--- src/homing_pkg.sv ---
package homing_pkg;

  // register byte offsets
  localparam logic [7:0] OFS_CTRL      = 8'h00;
  localparam logic [7:0] OFS_STATUS    = 8'h04;
  localparam logic [7:0] OFS_VEL_SENSE = 8'h08;
  localparam logic [7:0] OFS_VEL_OFS   = 8'h0C;
  localparam logic [7:0] OFS_OFS_DIST  = 8'h10;
  localparam logic [7:0] OFS_DONE_CMD  = 8'h14;
  localparam logic [7:0] OFS_MEAS      = 8'h18;
  localparam logic [7:0] OFS_INTERVAL  = 8'h1C;
  localparam logic [7:0] OFS_COORD     = 8'h20;
  localparam logic [7:0] OFS_CORR_DIST = 8'h24;

  // control field positions
  localparam int CTRL_START  = 0;
  localparam int CTRL_SOFT_Z = 1;
  localparam int CTRL_DIR    = 2;

  // status field positions
  localparam int ST_BUSY     = 0;
  localparam int ST_DONE     = 1;
  localparam int ST_RES_LO   = 2;
  localparam int ST_FAIL     = 4;

  // reset values
  localparam logic [31:0] RST_VEL_SENSE = 32'h0000_0100;
  localparam logic [31:0] RST_VEL_OFS   = 32'h0000_0100;
  localparam logic [31:0] RST_ZERO      = 32'h0000_0000;
  localparam logic [31:0] INT_VEL       = 32'h0000_0080; // internal edge-move velocity

  // distance outcome codes
  typedef enum logic [1:0] {
    RES_NONE = 2'h0,
    RES_NORM = 2'h1,
    RES_WARN = 2'h2,
    RES_ERR  = 2'h3
  } result_e;

  // thresholds as fractions num/den of the zero interval
  localparam int LOW_ERR_NUM  = 1;   // 0.05 = 1/20
  localparam int LOW_ERR_DEN  = 20;
  localparam int LOW_WARN_NUM = 1;   // 0.1 = 1/10
  localparam int LOW_WARN_DEN = 10;
  localparam int HW_NORM_NUM  = 7;   // 0.7
  localparam int HW_NORM_DEN  = 10;
  localparam int HW_WARN_NUM  = 3;   // 0.75
  localparam int HW_WARN_DEN  = 4;
  localparam int SW_NORM_NUM  = 2;   // 0.4
  localparam int SW_NORM_DEN  = 5;
  localparam int SW_WARN_NUM  = 9;   // 0.45
  localparam int SW_WARN_DEN  = 20;

endpackage : homing_pkg

--- src/enc_front.sv ---
`timescale 1ns/1ps
module enc_front
  import homing_pkg::*;
#(
  parameter int POS_W = 32
) (
  // clock and reset
  input  wire logic             clk_sys,
  input  wire logic             rst,
  // pins
  input  wire logic             enc_step,
  input  wire logic             enc_zero,
  input  wire logic             prox,
  // decoded events
  output logic                  step_p,
  output logic                  zero_p,
  output logic                  prox_fall_p,
  output logic [POS_W-1:0]      interval
);

  initial begin
    if (POS_W < 8 || POS_W > 32) $error("enc_front: POS_W out of range");
  end

  typedef struct packed {
    logic [2:0]       s1;
    logic [2:0]       s2;
    logic [2:0]       s3;
    logic [2:0]       warm;
    logic [POS_W-1:0] cnt;
    logic [POS_W-1:0] iv;
    logic             step;
    logic             zero;
    logic             pfall;
  } fe_s;

  fe_s st_q;
  fe_s st_d;

  // s1 only feeds s2; edges are taken between s2 and s3
  always_comb begin
    st_d       = st_q;
    st_d.s1    = {enc_step, enc_zero, prox};
    st_d.s2    = st_q.s1;
    st_d.s3    = st_q.s2;
    // edges wait until s3 holds a real sample, so reset gives no false edge
    st_d.warm  = {st_q.warm[1:0], 1'b1};
    st_d.step  = st_q.warm[2] & st_q.s2[2] & ~st_q.s3[2];
    st_d.zero  = st_q.warm[2] & st_q.s2[1] & ~st_q.s3[1];
    st_d.pfall = st_q.warm[2] & ~st_q.s2[0] & st_q.s3[0];
    // pulses between zero edges give the interval; the pulse on the edge counts
    if (st_d.zero) begin
      st_d.iv  = st_q.cnt + POS_W'(st_d.step);
      st_d.cnt = '0;
    end else if (st_d.step) begin
      st_d.cnt = st_q.cnt + 1'b1;
    end
  end

  always_ff @(posedge clk_sys) begin
    if (rst) begin
      st_q <= '0;
    end else begin
      st_q <= st_d;
    end
  end

  assign step_p      = st_q.step;
  assign zero_p      = st_q.zero;
  assign prox_fall_p = st_q.pfall;
  assign interval    = st_q.iv;

endmodule : enc_front

--- src/dist_judge.sv ---
`timescale 1ns/1ps
module dist_judge
  import homing_pkg::*;
#(
  parameter int POS_W = 32
) (
  // operands
  input  wire logic [POS_W-1:0] meas,
  input  wire logic [POS_W-1:0] interval,
  input  wire logic             soft_zero,
  // outcome
  output result_e               result
);

  localparam int PW = POS_W + 8;

  // scaled compare: meas*den against interval*num, no division needed
  function automatic logic below(input logic [POS_W-1:0] m, input logic [POS_W-1:0] iv,
                                 input int num, input int den, input logic incl);
    logic [PW-1:0] a;
    logic [PW-1:0] b;
    a = PW'(m) * PW'(den);
    b = PW'(iv) * PW'(num);
    below = incl ? (a <= b) : (a < b);
  endfunction : below

  always_comb begin
    if (below(meas, interval, LOW_ERR_NUM, LOW_ERR_DEN, 1'b0)) begin
      result = RES_ERR;
    end else if (below(meas, interval, LOW_WARN_NUM, LOW_WARN_DEN, 1'b0)) begin
      result = RES_WARN;
    end else if (soft_zero) begin
      if (below(meas, interval, SW_NORM_NUM, SW_NORM_DEN, 1'b1)) begin
        result = RES_NORM;
      end else if (below(meas, interval, SW_WARN_NUM, SW_WARN_DEN, 1'b1)) begin
        result = RES_WARN;
      end else begin
        result = RES_ERR;
      end
    end else if (below(meas, interval, HW_NORM_NUM, HW_NORM_DEN, 1'b1)) begin
      result = RES_NORM;
    end else if (below(meas, interval, HW_WARN_NUM, HW_WARN_DEN, 1'b1)) begin
      result = RES_WARN;
    end else begin
      result = RES_ERR;
    end
  end

endmodule : dist_judge

--- src/homing_zero_edge_sequencer.sv ---
// Local design decisions: the APB interface to the registers and the placing of the registers.
`timescale 1ns/1ps
// Behaviour
// - The second zero-edge sensing runs as a preparation move followed by an edge search move.
// - Preparation moves half a zero interval against the first search direction at sense velocity.
// - The search moves in the first search direction at sense velocity until the zero edge.
// - The rotor then returns to the detected edge at an internally chosen velocity.
// - With a software zero signal an extra corrective move follows the edge move.
// - Then the offset distance is moved and the command coordinate loads the completion value.
// - The offset move runs at the offset feed velocity setting.
// - Pulses from leaving the proximity area to the first zero edge are counted and readable.
// - Success is judged from the measured distance against fractions of the zero interval.
// - Below 0.05 of the interval is an error, from 0.05 below 0.1 a warning.
// - With a hardware zero, 0.1 to 0.7 is normal, up to 0.75 a warning, beyond an error.
// - With a software zero, up to 0.4 is normal and up to 0.45 a warning.
module homing_zero_edge_sequencer
  import homing_pkg::*;
#(
  parameter int POS_W = 32
) (
  // clock and reset
  input  wire logic             clk_sys,
  input  wire logic             rst,
  // apb slave
  input  wire logic             psel,
  input  wire logic             penable,
  input  wire logic             pwrite,
  input  wire logic [7:0]       paddr,
  input  wire logic [31:0]      pwdata,
  output logic [31:0]           prdata,
  output logic                  pready,
  output logic                  pslverr,
  // encoder and sensor pins
  input  wire logic             enc_step,
  input  wire logic             enc_zero,
  input  wire logic             prox,
  // motion command port
  output logic                  mv_req,
  output logic                  mv_cont,
  output logic                  mv_stop,
  output logic                  mv_dir,
  output logic [POS_W-1:0]      mv_dist,
  output logic [31:0]           mv_vel,
  input  wire logic             mv_done,
  // status pins
  output logic                  busy,
  output logic                  homed_ok,
  output logic [1:0]            homing_result
);

  initial begin
    if (POS_W < 8 || POS_W > 32) $error("homing_zero_edge_sequencer: POS_W out of range");
  end

  typedef enum logic [10:0] {
    S_IDLE   = 11'b000_0000_0001,
    S_MEAS   = 11'b000_0000_0010,
    S_COUNT  = 11'b000_0000_0100,
    S_CHECK  = 11'b000_0000_1000,
    S_PREP   = 11'b000_0001_0000,
    S_SEARCH = 11'b000_0010_0000,
    S_EDGE   = 11'b000_0100_0000,
    S_CORR   = 11'b000_1000_0000,
    S_OFFSET = 11'b001_0000_0000,
    S_LOAD   = 11'b010_0000_0000,
    S_FAIL   = 11'b100_0000_0000
  } state_e;

  typedef struct packed {
    state_e           st;
    logic             issued;     // move of this phase already requested
    logic             edge_seen;  // zero edge met during search
    logic             soft_zero;
    logic             dir;        // first sensing search direction
    logic [31:0]      vel_sense;
    logic [31:0]      vel_ofs;
    logic [POS_W-1:0] ofs_dist;
    logic [31:0]      done_cmd;
    logic [POS_W-1:0] corr_dist;
    logic [POS_W-1:0] meas;
    logic [POS_W-1:0] over;       // overshoot past the edge
    logic [31:0]      coord;
    logic             done;
    result_e          res;
    logic             req;
    logic             cont;
    logic             stop;
    logic             mdir;
    logic [POS_W-1:0] mdist;
    logic [31:0]      mvel;
    logic [31:0]      rdata;
    logic             err;
  } seq_s;

  seq_s st_q;
  seq_s st_d;

  logic             step_p;
  logic             zero_p;
  logic             prox_fall_p;
  logic [POS_W-1:0] interval;
  result_e          judge;

  // synchronised encoder events and zero interval monitor
  enc_front #(.POS_W(POS_W)) u_front (
    .clk_sys     (clk_sys),
    .rst         (rst),
    .enc_step    (enc_step),
    .enc_zero    (enc_zero),
    .prox        (prox),
    .step_p      (step_p),
    .zero_p      (zero_p),
    .prox_fall_p (prox_fall_p),
    .interval    (interval)
  );

  // distance grading from the latched measurement
  dist_judge #(.POS_W(POS_W)) u_judge (
    .meas      (st_q.meas),
    .interval  (interval),
    .soft_zero (st_q.soft_zero),
    .result    (judge)
  );

  // apb phase decode
  logic setup_ph;
  logic wr_en;
  logic start_wr;
  assign setup_ph = psel & ~penable;
  assign wr_en    = psel & penable & pwrite;
  assign start_wr = wr_en && (paddr == OFS_CTRL) && pwdata[CTRL_START];

  // a known register address; used by the error answer only, the read mux decodes on its own
  function automatic logic is_mapped(input logic [7:0] a);
    if (a == OFS_CTRL) begin
      is_mapped = 1'b1;
    end else if (a == OFS_STATUS || a == OFS_VEL_SENSE || a == OFS_VEL_OFS) begin
      is_mapped = 1'b1;
    end else if (a == OFS_OFS_DIST || a == OFS_DONE_CMD || a == OFS_MEAS) begin
      is_mapped = 1'b1;
    end else if (a == OFS_INTERVAL || a == OFS_COORD || a == OFS_CORR_DIST) begin
      is_mapped = 1'b1;
    end else begin
      is_mapped = 1'b0;
    end
  endfunction : is_mapped

  logic [31:0] status_w;
  assign status_w = {27'h0, st_q.err, st_q.res, st_q.done, (st_q.st != S_IDLE)};

  // half an interval: the point diametrically opposite the edge
  logic [POS_W-1:0] half_iv;
  assign half_iv = {1'b0, interval[POS_W-1:1]};

  always_comb begin
    st_d      = st_q;
    st_d.req  = 1'b0;
    st_d.stop = 1'b0;

    // register writes; settings only change while the sequencer is idle
    if (wr_en && st_q.st == S_IDLE) begin
      if (paddr == OFS_CTRL) begin
        st_d.soft_zero = pwdata[CTRL_SOFT_Z];
        st_d.dir       = pwdata[CTRL_DIR];
      end else if (paddr == OFS_VEL_SENSE) begin
        st_d.vel_sense = pwdata;
      end else if (paddr == OFS_VEL_OFS) begin
        st_d.vel_ofs = pwdata;
      end else if (paddr == OFS_OFS_DIST) begin
        st_d.ofs_dist = pwdata[POS_W-1:0];
      end else if (paddr == OFS_DONE_CMD) begin
        st_d.done_cmd = pwdata;
      end else if (paddr == OFS_CORR_DIST) begin
        st_d.corr_dist = pwdata[POS_W-1:0];
      end
    end

    // read data is latched in the setup cycle so it comes from a flop
    if (setup_ph) begin
      if (paddr == OFS_CTRL) begin
        st_d.rdata = {29'h0, st_q.dir, st_q.soft_zero, 1'b0};
      end else if (paddr == OFS_STATUS) begin
        st_d.rdata = status_w;
      end else if (paddr == OFS_VEL_SENSE) begin
        st_d.rdata = st_q.vel_sense;
      end else if (paddr == OFS_VEL_OFS) begin
        st_d.rdata = st_q.vel_ofs;
      end else if (paddr == OFS_OFS_DIST) begin
        st_d.rdata = 32'(st_q.ofs_dist);
      end else if (paddr == OFS_DONE_CMD) begin
        st_d.rdata = st_q.done_cmd;
      end else if (paddr == OFS_MEAS) begin
        st_d.rdata = 32'(st_q.meas);
      end else if (paddr == OFS_INTERVAL) begin
        st_d.rdata = 32'(interval);
      end else if (paddr == OFS_COORD) begin
        st_d.rdata = st_q.coord;
      end else if (paddr == OFS_CORR_DIST) begin
        st_d.rdata = 32'(st_q.corr_dist);
      end else begin
        st_d.rdata = 32'h0000_0000;
      end
    end

    case (st_q.st)
      S_IDLE: begin
        if (start_wr) begin
          st_d.st        = S_MEAS;
          st_d.soft_zero = pwdata[CTRL_SOFT_Z];
          st_d.dir       = pwdata[CTRL_DIR];
          st_d.done      = 1'b0;
          st_d.err       = 1'b0;
          st_d.res       = RES_NONE;
          st_d.meas      = '0;
        end
      end
      // wait for the rotor to leave the proximity area
      S_MEAS: begin
        if (prox_fall_p) begin
          st_d.st   = S_COUNT;
          st_d.meas = '0;
        end
      end
      // count pulses up to the first zero edge
      S_COUNT: begin
        if (zero_p) begin
          st_d.st   = S_CHECK;
          st_d.meas = st_q.meas + POS_W'(step_p);  // pulse landing on the edge counts
        end else if (step_p) begin
          st_d.meas = st_q.meas + 1'b1;
        end
      end
      // grade the distance; an error stops before any move
      S_CHECK: begin
        st_d.res = judge;
        if (judge == RES_ERR) begin
          st_d.st  = S_FAIL;
          st_d.err = 1'b1;
        end else begin
          st_d.st     = S_PREP;
          st_d.issued = 1'b0;
        end
      end
      S_PREP: begin
        if (!st_q.issued) begin
          st_d.issued = 1'b1;
          st_d.req    = 1'b1;
          st_d.cont   = 1'b0;
          st_d.mdir   = ~st_q.dir;
          st_d.mdist  = half_iv;
          st_d.mvel   = st_q.vel_sense;
        end else if (mv_done) begin
          st_d.st        = S_SEARCH;
          st_d.issued    = 1'b0;
          st_d.edge_seen = 1'b0;
          st_d.over      = '0;
        end
      end
      // open-ended move, stopped by the zero edge; overshoot is counted
      S_SEARCH: begin
        if (!st_q.issued) begin
          st_d.issued = 1'b1;
          st_d.req    = 1'b1;
          st_d.cont   = 1'b1;
          st_d.mdir   = st_q.dir;
          st_d.mdist  = '0;
          st_d.mvel   = st_q.vel_sense;
        end else begin
          if (zero_p && !st_q.edge_seen) begin
            st_d.edge_seen = 1'b1;
            st_d.stop      = 1'b1;
          end else if (step_p && st_q.edge_seen) begin
            st_d.over = st_q.over + 1'b1;
          end
          if (mv_done && st_q.edge_seen) begin
            st_d.st     = S_EDGE;
            st_d.issued = 1'b0;
            st_d.cont   = 1'b0;
          end
        end
      end
      // back to the edge at the internal velocity
      S_EDGE: begin
        if (!st_q.issued) begin
          st_d.issued = 1'b1;
          st_d.req    = 1'b1;
          st_d.mdir   = ~st_q.dir;
          st_d.mdist  = st_q.over;
          st_d.mvel   = INT_VEL;
        end else if (mv_done) begin
          st_d.issued = 1'b0;
          st_d.st     = st_q.soft_zero ? S_CORR : S_OFFSET;
        end
      end
      S_CORR: begin
        if (!st_q.issued) begin
          st_d.issued = 1'b1;
          st_d.req    = 1'b1;
          st_d.mdir   = st_q.dir;
          st_d.mdist  = st_q.corr_dist;
          st_d.mvel   = INT_VEL;
        end else if (mv_done) begin
          st_d.issued = 1'b0;
          st_d.st     = S_OFFSET;
        end
      end
      S_OFFSET: begin
        if (!st_q.issued) begin
          st_d.issued = 1'b1;
          st_d.req    = 1'b1;
          st_d.mdir   = st_q.dir;
          st_d.mdist  = st_q.ofs_dist;
          st_d.mvel   = st_q.vel_ofs;
        end else if (mv_done) begin
          st_d.issued = 1'b0;
          st_d.st     = S_LOAD;
        end
      end
      S_LOAD: begin
        st_d.coord = st_q.done_cmd;
        st_d.done  = 1'b1;
        st_d.st    = S_IDLE;
      end
      S_FAIL: begin
        st_d.st = S_IDLE;
      end
      default: begin
        st_d.st = S_IDLE;
      end
    endcase
  end

  always_ff @(posedge clk_sys) begin
    if (rst) begin
      st_q           <= '0;
      st_q.st        <= S_IDLE;
      st_q.res       <= RES_NONE;
      st_q.vel_sense <= RST_VEL_SENSE;
      st_q.vel_ofs   <= RST_VEL_OFS;
      st_q.done_cmd  <= RST_ZERO;
    end else begin
      st_q <= st_d;
    end
  end

  // apb answer: zero wait states; unmapped addresses answer with an error
  assign pready  = 1'b1;
  assign pslverr = psel & penable & ~is_mapped(paddr);
  assign prdata  = st_q.rdata;

  // motion command and status outputs
  assign mv_req        = st_q.req;
  assign mv_cont       = st_q.cont;
  assign mv_stop       = st_q.stop;
  assign mv_dir        = st_q.mdir;
  assign mv_dist       = st_q.mdist;
  assign mv_vel        = st_q.mvel;
  assign busy          = (st_q.st != S_IDLE);
  assign homed_ok      = st_q.done & ~st_q.err;
  assign homing_result = st_q.res;

endmodule : homing_zero_edge_sequencer

--- config.mk ---
export PLATFORM = sky130hd
export DESIGN_NAME = homing_zero_edge_sequencer
export DESIGN_NICKNAME = d
export VERILOG_FILES = /design/src/homing_pkg.sv /design/src/enc_front.sv /design/src/dist_judge.sv /design/src/homing_zero_edge_sequencer.sv
export SDC_FILE = /design/constraint.sdc
export NUM_CORES = 2
export LEC_CHECK = 0
export ABC_AREA = 1
export BUFFER_PORTS_ARGS = -buffer_cell sky130_fd_sc_hd__buf_2
export CORE_MARGIN = 4
export CORE_UTILIZATION = 30
export DETAILED_ROUTE_END_ITERATION = 12
export RECOVER_POWER = 100
export SYNTH_ARGS = -nofsm -noshare
export SYNTH_HDL_FRONTEND = slang
export SYNTH_SLANG_ARGS = --single-unit
--- constraint.sdc ---
create_clock -name clk_sys -period 4.63 [get_ports clk_sys]
set_input_delay 0.926 -clock clk_sys [delete_from_list [all_inputs] [get_ports clk_sys]]
set_output_delay 0.926 -clock clk_sys [all_outputs]
set_load 0.02 [all_outputs]
# Word level (Yosys, flattened, before mapping)
# Index checks and enable logic that the tools add are counted.
# totals
ff_bits	454
inputBits	49
output_inout_bits	106
word_cells	255
# op_classes
addsub	5
n_mul	6
order_cmp	6
n_eq_ne	46
muxes	96
bitwise_logic	25
reduce_logical	38
# ops
cell	n
2-to-1 mux 32 bit	28
2-to-1 mux 65 bit	5
one-hot mux 65 bit (5 select lines)	1
2-to-1 mux 162 bit	1
2-to-1 mux 160 bit	1
multiplier 32 x 3 -> 35 bit, second input constant	4
2-to-1 mux 128 bit	1
2-to-1 mux 11 bit	9
one-hot mux 11 bit (9 select lines)	1
adder 32 x 1 -> 32 bit, second input constant	3
2-to-1 mux 96 bit	1
one-hot mux 32 bit (3 select lines)	1
2-to-1 mux 68 bit	1
adder 32 x 1 -> 32 bit	2
2-to-1 mux 64 bit	1
one-hot mux 32 bit (2 select lines)	1
2-to-1 mux 12 bit	4
!= test 2 bit, second input constant	21
<= comparator 37 x 36 -> 1 bit	1
< comparator 37 x 32 -> 1 bit	1
<= comparator 36 x 35 -> 1 bit	1
< comparator 36 x 32 -> 1 bit	1
multiplier 32 x 4 -> 36 bit, second input constant	1
<= comparator 35 x 33 -> 1 bit	1
49 further kinds	130

# Logic depth before layout (Yosys ltp)
# depth
depth_word	11
mapped_depth	35
mapped_depth_nobuf	35

# Cells and area by module
# From an unflattened synthesis, not the netlist that was laid out.
# unflattened
hier_cells	5495
hier_area_um2	36381.1
# by_module_without_submodules
module	instances	cells_each	area_per_inst_um2	seq_area_each_um2
homing_zero_edge_sequencer	1	2972	19643.8	7507.2
dist_judge	1	1919	12694.7	0.0
enc_front	1	604	4042.6	1581.5

# Worst setup path before layout
# Ideal clock, no wire load.
# synth_path
kind	reg-to-reg
startpoint	register u_front.st_q (netlist bit u_front.interval[2])
endpoint	register st_q[363] in the netlist's numbering
setup_time_ns	0.128
arrival_time_ns	4.218
t_required_ns	4.502
path_slack_ns	0.285
path_stages_with_launch	34
n_path_buf	0
synth_period_minus_slack_ns	4.345
cell_sequence	dfxtp_1 -> fa_1 -> ha_1 -> fa_1 -> nand3_1 -> nand2_1 -> a21o_1 -> a21oi_1 -> o21ai_0 -> nand3_1 -> nand2_1 -> a21oi_1 -> o21bai_1 -> nand2_1 -> nand2_1 -> xnor2_1 -> ha_1 -> nand2_1 -> inv_1 -> nand3_1 -> nor2_1 -> nand2_1 -> nand2_1 -> nand2_1 -> nand2_1 -> nand2_1 -> nand2_1 -> nand3_1 -> nand3_1 -> nand2_1 -> nand3_1 -> nand2_1 -> a21oi_1 -> nor2_1
# synth_via
elab_chain_len	10
elab_cells_between_ends	19
classes_between	mul: 3; order compare: 6; eq/ne: 2; mux: 7; reduce/logical: 1
# synth_rtl
element	line	text
from (decl)	enc_front.sv:37	fe_s st_q;
from (signal assigned)	enc_front.sv:64	st_q <= st_d;
multiplier 32 x 4 -> 36 bit / multiplier 32 x 2 -> 34 bit (equally long branches)	dist_judge.sv:23	b = PW'(iv) * PW'(num);
<= comparator 37 x 36 -> 1 bit / <= comparator 34 bit (equally long branches)	dist_judge.sv:24	below = incl ? (a <= b) : (a < b);
2-to-1 mux 1 bit, on equally long branches	dist_judge.sv:35, dist_judge.sv:42	
2-to-1 mux 2 bit, on equally long branches	dist_judge.sv:33, dist_judge.sv:40	
2-to-1 mux 2 bit	dist_judge.sv:32	end else if (soft_zero) begin
2-to-1 mux 2 bit	dist_judge.sv:30	end else if (below(meas, interval, LOW_WARN_NUM, LOW_WARN_DEN, 1'b0)) begin
2-to-1 mux 2 bit *	dist_judge.sv:28	if (below(meas, interval, LOW_ERR_NUM, LOW_ERR_DEN, 1'b0)) begin
== test 2 bit *	homing_zero_edge_sequencer.sv:236	if (judge == RES_ERR) begin
!= test 2 bit (no line) *	n/a	
AND reduction 2 bit (no line) *	n/a	
to (signal assigned)	homing_zero_edge_sequencer.sv:342	st_q <= st_d;
to (decl)	homing_zero_edge_sequencer.sv:95	seq_s st_q;
# Every way passes the cells marked *; elsewhere a longest branch is shown, timed or not.
# A chain may end at the register's enable or synchronous reset.

# Worst setup path after layout
# layout_path
startpoint	input paddr[5]
endpoint	register st_q[190] in the netlist's numbering
# layout_via
elab_chain_len	5
# layout_rtl
element	line	text
from (decl)	homing_zero_edge_sequencer.sv:28	input wire logic [7:0] paddr,
logical NOT 8 bit	homing_zero_edge_sequencer.sv:131	assign start_wr = wr_en && (paddr == OFS_CTRL) && pwdata[CTRL_START];
logical AND 1 bit (2 in series)	homing_zero_edge_sequencer.sv:131	
!= test 2 bit (no line)	n/a	
AND reduction 4 bit (no line)	n/a	
# No other way between the ends.

==> key figures <==
Global routing
  • Global-route wire length before repair: 202000 um
  • All-layer global routing usage: 0.221
  • Antenna violations before repair: 7
  • Grt ovf: 0
  • Largest net degree at the start of global routing: 113
  • Vias in the first global route: 32700

Setup path
  • CP Data Arrival Time: 5.13 ns
  • Worst Path Buf+Inv: 2
  • Critical path class: primary input to flop
  • Crit. End Element: flop
  • Critical path's slowest cell: nor2_1
  • CP required: 5.13 ns
  • Cell family with most CP delay: simple AND/OR/NAND/NOR gates
  • Worst stage delay on the critical path: 1.46 ns
  • CP startpoint kind: primary input
  • Cell Chain, Critical Path: buf_2, inv_1, nand3_4, nor2_8, nand3_1, nand2_1, nand2_1, nor2_1, nand3b_1, nor3_1, nand3_1, nor2_1, nand4_1, nor2_1, nand2_1, o21ai_1, nor2_1
  • Crit-path most repeated cell: nor2_1
  • Largest fanout on the critical path: 18

Power
  • Clock power share: 0.415
  • Peak supply drop: 0.312 mV
  • Sequential power share: 0.385
  • Switching part of the total power: 0.315
  • Int Pwr: 7.05 mW
  • Power Density: 255 nW/um^2
  • Leak: 17.1 nW
  • Sw power: 3.23 mW
  • Logic pwr share: 0.200

Floorplan
  • Chip width: 342 um
  • IO Pins: 155
  • Die area: 117000 um^2
  • Core area: 111000 um^2
  • Rows: 122
  • Die H: 342 um
  • Effective utilization at floorplan: 0.303

Placement
  • Number of I/O port buffers: 153
  • Pre-CTS setup slack: -0.503 ns
  • Detailed Place HPWL: 107000 um
  • Placer congestion estimate: 0.967

STA
  • Setup WS post-layout: 0.00576 ns
  • Setup TNS: 0 ns
  • Final min period: 4.62 ns
  • Unrepaired setup endpoints after global routing: true
  • Tightest Pin Transition: 1.99 ns
  • Final period utilization: 0.999
  • Max-slew violations: 158
  • Final hold violations: 0
  • Peak Freq: 0.216 GHz
  • Final setup viols: 0
  • Worst rel slew slack: -0.329
  • Final Skew: 0.0309 ns

Synthesis
  • Async SR Flop Fraction: 0
  • Mean area per synthesized cell: 7.10 um^2
  • Count leader, synth: nand2_1
  • Mapped cell area: 33600 um^2
  • Yosys warns: 0
  • Ys flop type: dfxtp_1
  • Synth cell count leaders: nand2_1 (757), a21oi_1 (598), inv_1 (499)
  • Synth unique cells: 64
  • Post-synth EDFFs: 0
  • Gate Count Post-Synth: 4730
  • Synthesis-stage register bit count: 454
  • Share of the synthesized area in the top cell type: 0.271
  • Seq/Total Area, Yosys: 0.271
  • Synth area leaders: dfxtp_1 (27%), ha_1 (14%), a21oi_1 (8.9%)
  • Synth area leader: dfxtp_1
  • Syn Nets: 5195

Final layout
  • Area grow syn2layout: 20.3%
  • Nets: 5586
  • Proportion of layout cells with a drive suffix above 1: 0.144

CTS
  • Clk sink count: 454
  • Worst skew pair latency: 0.63 ns
  • Hold_buf cts: 0
  • CTS Root Cell: clkbuf_16
  • TritonCTS Buffers: 53
  • Clk slew on worst S/H paths: 0.06 ns
  • H-tree depth: 2
  • CTS tree: done
  • CTS max path bufs: 3

Routing
  • Total number of vias: 35000
  • Avg WL per Cell: 20.5 um
  • Final WL: 136000 um
  • Drt via density: 5.26
  • DRC violation count after routing: 0
  • DRT iter0 DRCs: 3281
  • First-pass iteration count of the detailed router: 6
  • Post-route ant nets: 0

Run status
  • Failing checks: capacitance limit, slew limit
  • Outcome: complete, but fails checks

Job
  • Max-Cap Viols: 5

Hold path
  • Hold crit path type: flop to flop
## repair_timing
item,in CTS,in global routing
buffers inserted,7,17
setup endpoints to repair,6,6
pin swaps,31,64
gates resized for setup,54,134
cloned,0,0
## metrics by stage
| stage | hold slack [ns] | utilization | instances | area (um^2) | power [mW] |
|---|---|---|---|---|---|
| after floorplan | 0.388 | - | 4730 | 33600 | 5.15 |
| after global routing | 0.427 | 0.364 | 6648 | 40400 | 10.7 |
| after global placement | 0.389 | 0.343 | 6531 | 38100 | 5.97 |
| after CTS | 0.407 | 0.361 | 6632 | 40000 | 10.3 |
| after detailed placement | 0.400 | 0.343 | 6531 | 38100 | 5.98 |
| final | 0.399 | 0.364 | 6651 | 40400 | 10.3 |
## area by class of cell
class	count	area (um^2)
repair buffers	592	3940
fillers	11800	70400
clock inverters	19	238
clock buffers	75	1500
inverters	519	1960
flip-flops and latches	454	9130
well taps	1488	1860
diodes	3	7.51
multi-input cells	3501	21800
## cells in the final DEF, fill, tap and decap left out, types with 12 or more instances in the layout
cell type,synthesis,final
o221ai_1,45,45
xor2_1,72,67
ha_1,380,363
a21oi_1,598,575
inv_2,14,12
nor2_1,457,457
nand3_1,141,133
nand3_2,5,12
buf_4,99,408
a211oi_1,17,16
nor2_2,12,17
o21ai_1,9,14
nor4_1,33,31
o21a_1,18,18
a31oi_1,22,16
fa_1,36,31
dfxtp_1,454,438
nand4_1,56,57
clkbuf_16,0,54
o21ai_0,438,423
o2111ai_1,22,22
o22ai_1,35,35
a221oi_1,33,33
nand2_2,6,21
clkbuf_1,138,138
nand2_1,757,741
ha_4,0,15
nor3_1,95,91
buf_2,11,47
o211ai_1,53,53
a21oi_2,0,21
xnor2_1,61,58
a2111oi_0,13,13
inv_1,499,499
## final timing paths
kind / from / endpoint / slack, ns / cells past startpoint
worst max register to register: u_front.interval[0] / st_q[363] / 0.006 / 26
worst min-delay path: u_front.st_d[73] / u_front.st_d[70] / 0.40 / 2
worst min register to register: u_front.st_d[73] / u_front.st_d[70] / 0.40 / 2
worst max-delay path: paddr[5] / st_q[190] / 0.006 / 17
## power by group through the flow
stage | clock (mW) | combinational, mW | sequential [mW]
2_1_floorplan | 0 | 1.10 | 4.05
3_3_place_gp | 0 | 1.93 | 4.04
3_5_place_dp | 0 | 1.93 | 4.04
4_1_cts | 4.33 | 2.05 | 3.96
5_1_grt | 4.49 | 2.26 | 3.96
6_report | 4.27 | 2.06 | 3.95
## state kept, by name, indices dropped and copies added, names as in the netlist
| register | count |
|---|---|
| st_q | 273 |
| u_front.st_q | 36 |
| mv_dist | 32 |
| mv_vel | 32 |
| prdata | 32 |
| u_front.interval | 32 |
| u_front.st_d | 8 |
| homing_result | 2 |
| mv_cont | 1 |
| mv_dir | 1 |
| mv_req | 1 |
| mv_stop | 1 |
| u_front.prox_fall_p | 1 |
| u_front.step_p | 1 |
| u_front.zero_p | 1 |
## tightest hold or removal path: cells and delay by family (launching register included)
kind                   cells  cell delay, ns
flip-flops                 1            0.30
AND/OR/NAND/NOR            1            0.03
buffers and inverters      1            0.04
## cells by family after synthesis
| logic type | count (synthesis) | share of synthesized area |
|---|---|---|
| XOR/XNOR | 133 | 0.0347 |
| AND/OR/NAND/NOR | 1605 | 0.207 |
| adder cells (fa/ha/maj) | 416 | 0.163 |
| flip-flops | 454 | 0.271 |
| other | 1 | 0.000112 |
| AO/OA/AOI/OAI | 1346 | 0.226 |
| buffers and inverters | 775 | 0.0982 |
## metal layers
| layer | wire (um) | vias up | global-route usage |
|---|---|---|---|
| li1 | - | 17000 | - |
| met1 | 58200 | 16400 | 0.292 |
| met2 | 60700 | 1323 | 0.360 |
| met3 | 9980 | 252 | 0.0291 |
| met4 | 7160 | 2 | 0.0999 |
| met5 | 13 | - | 0 |
Note: power is estimated with default switching activity, not from simulation.
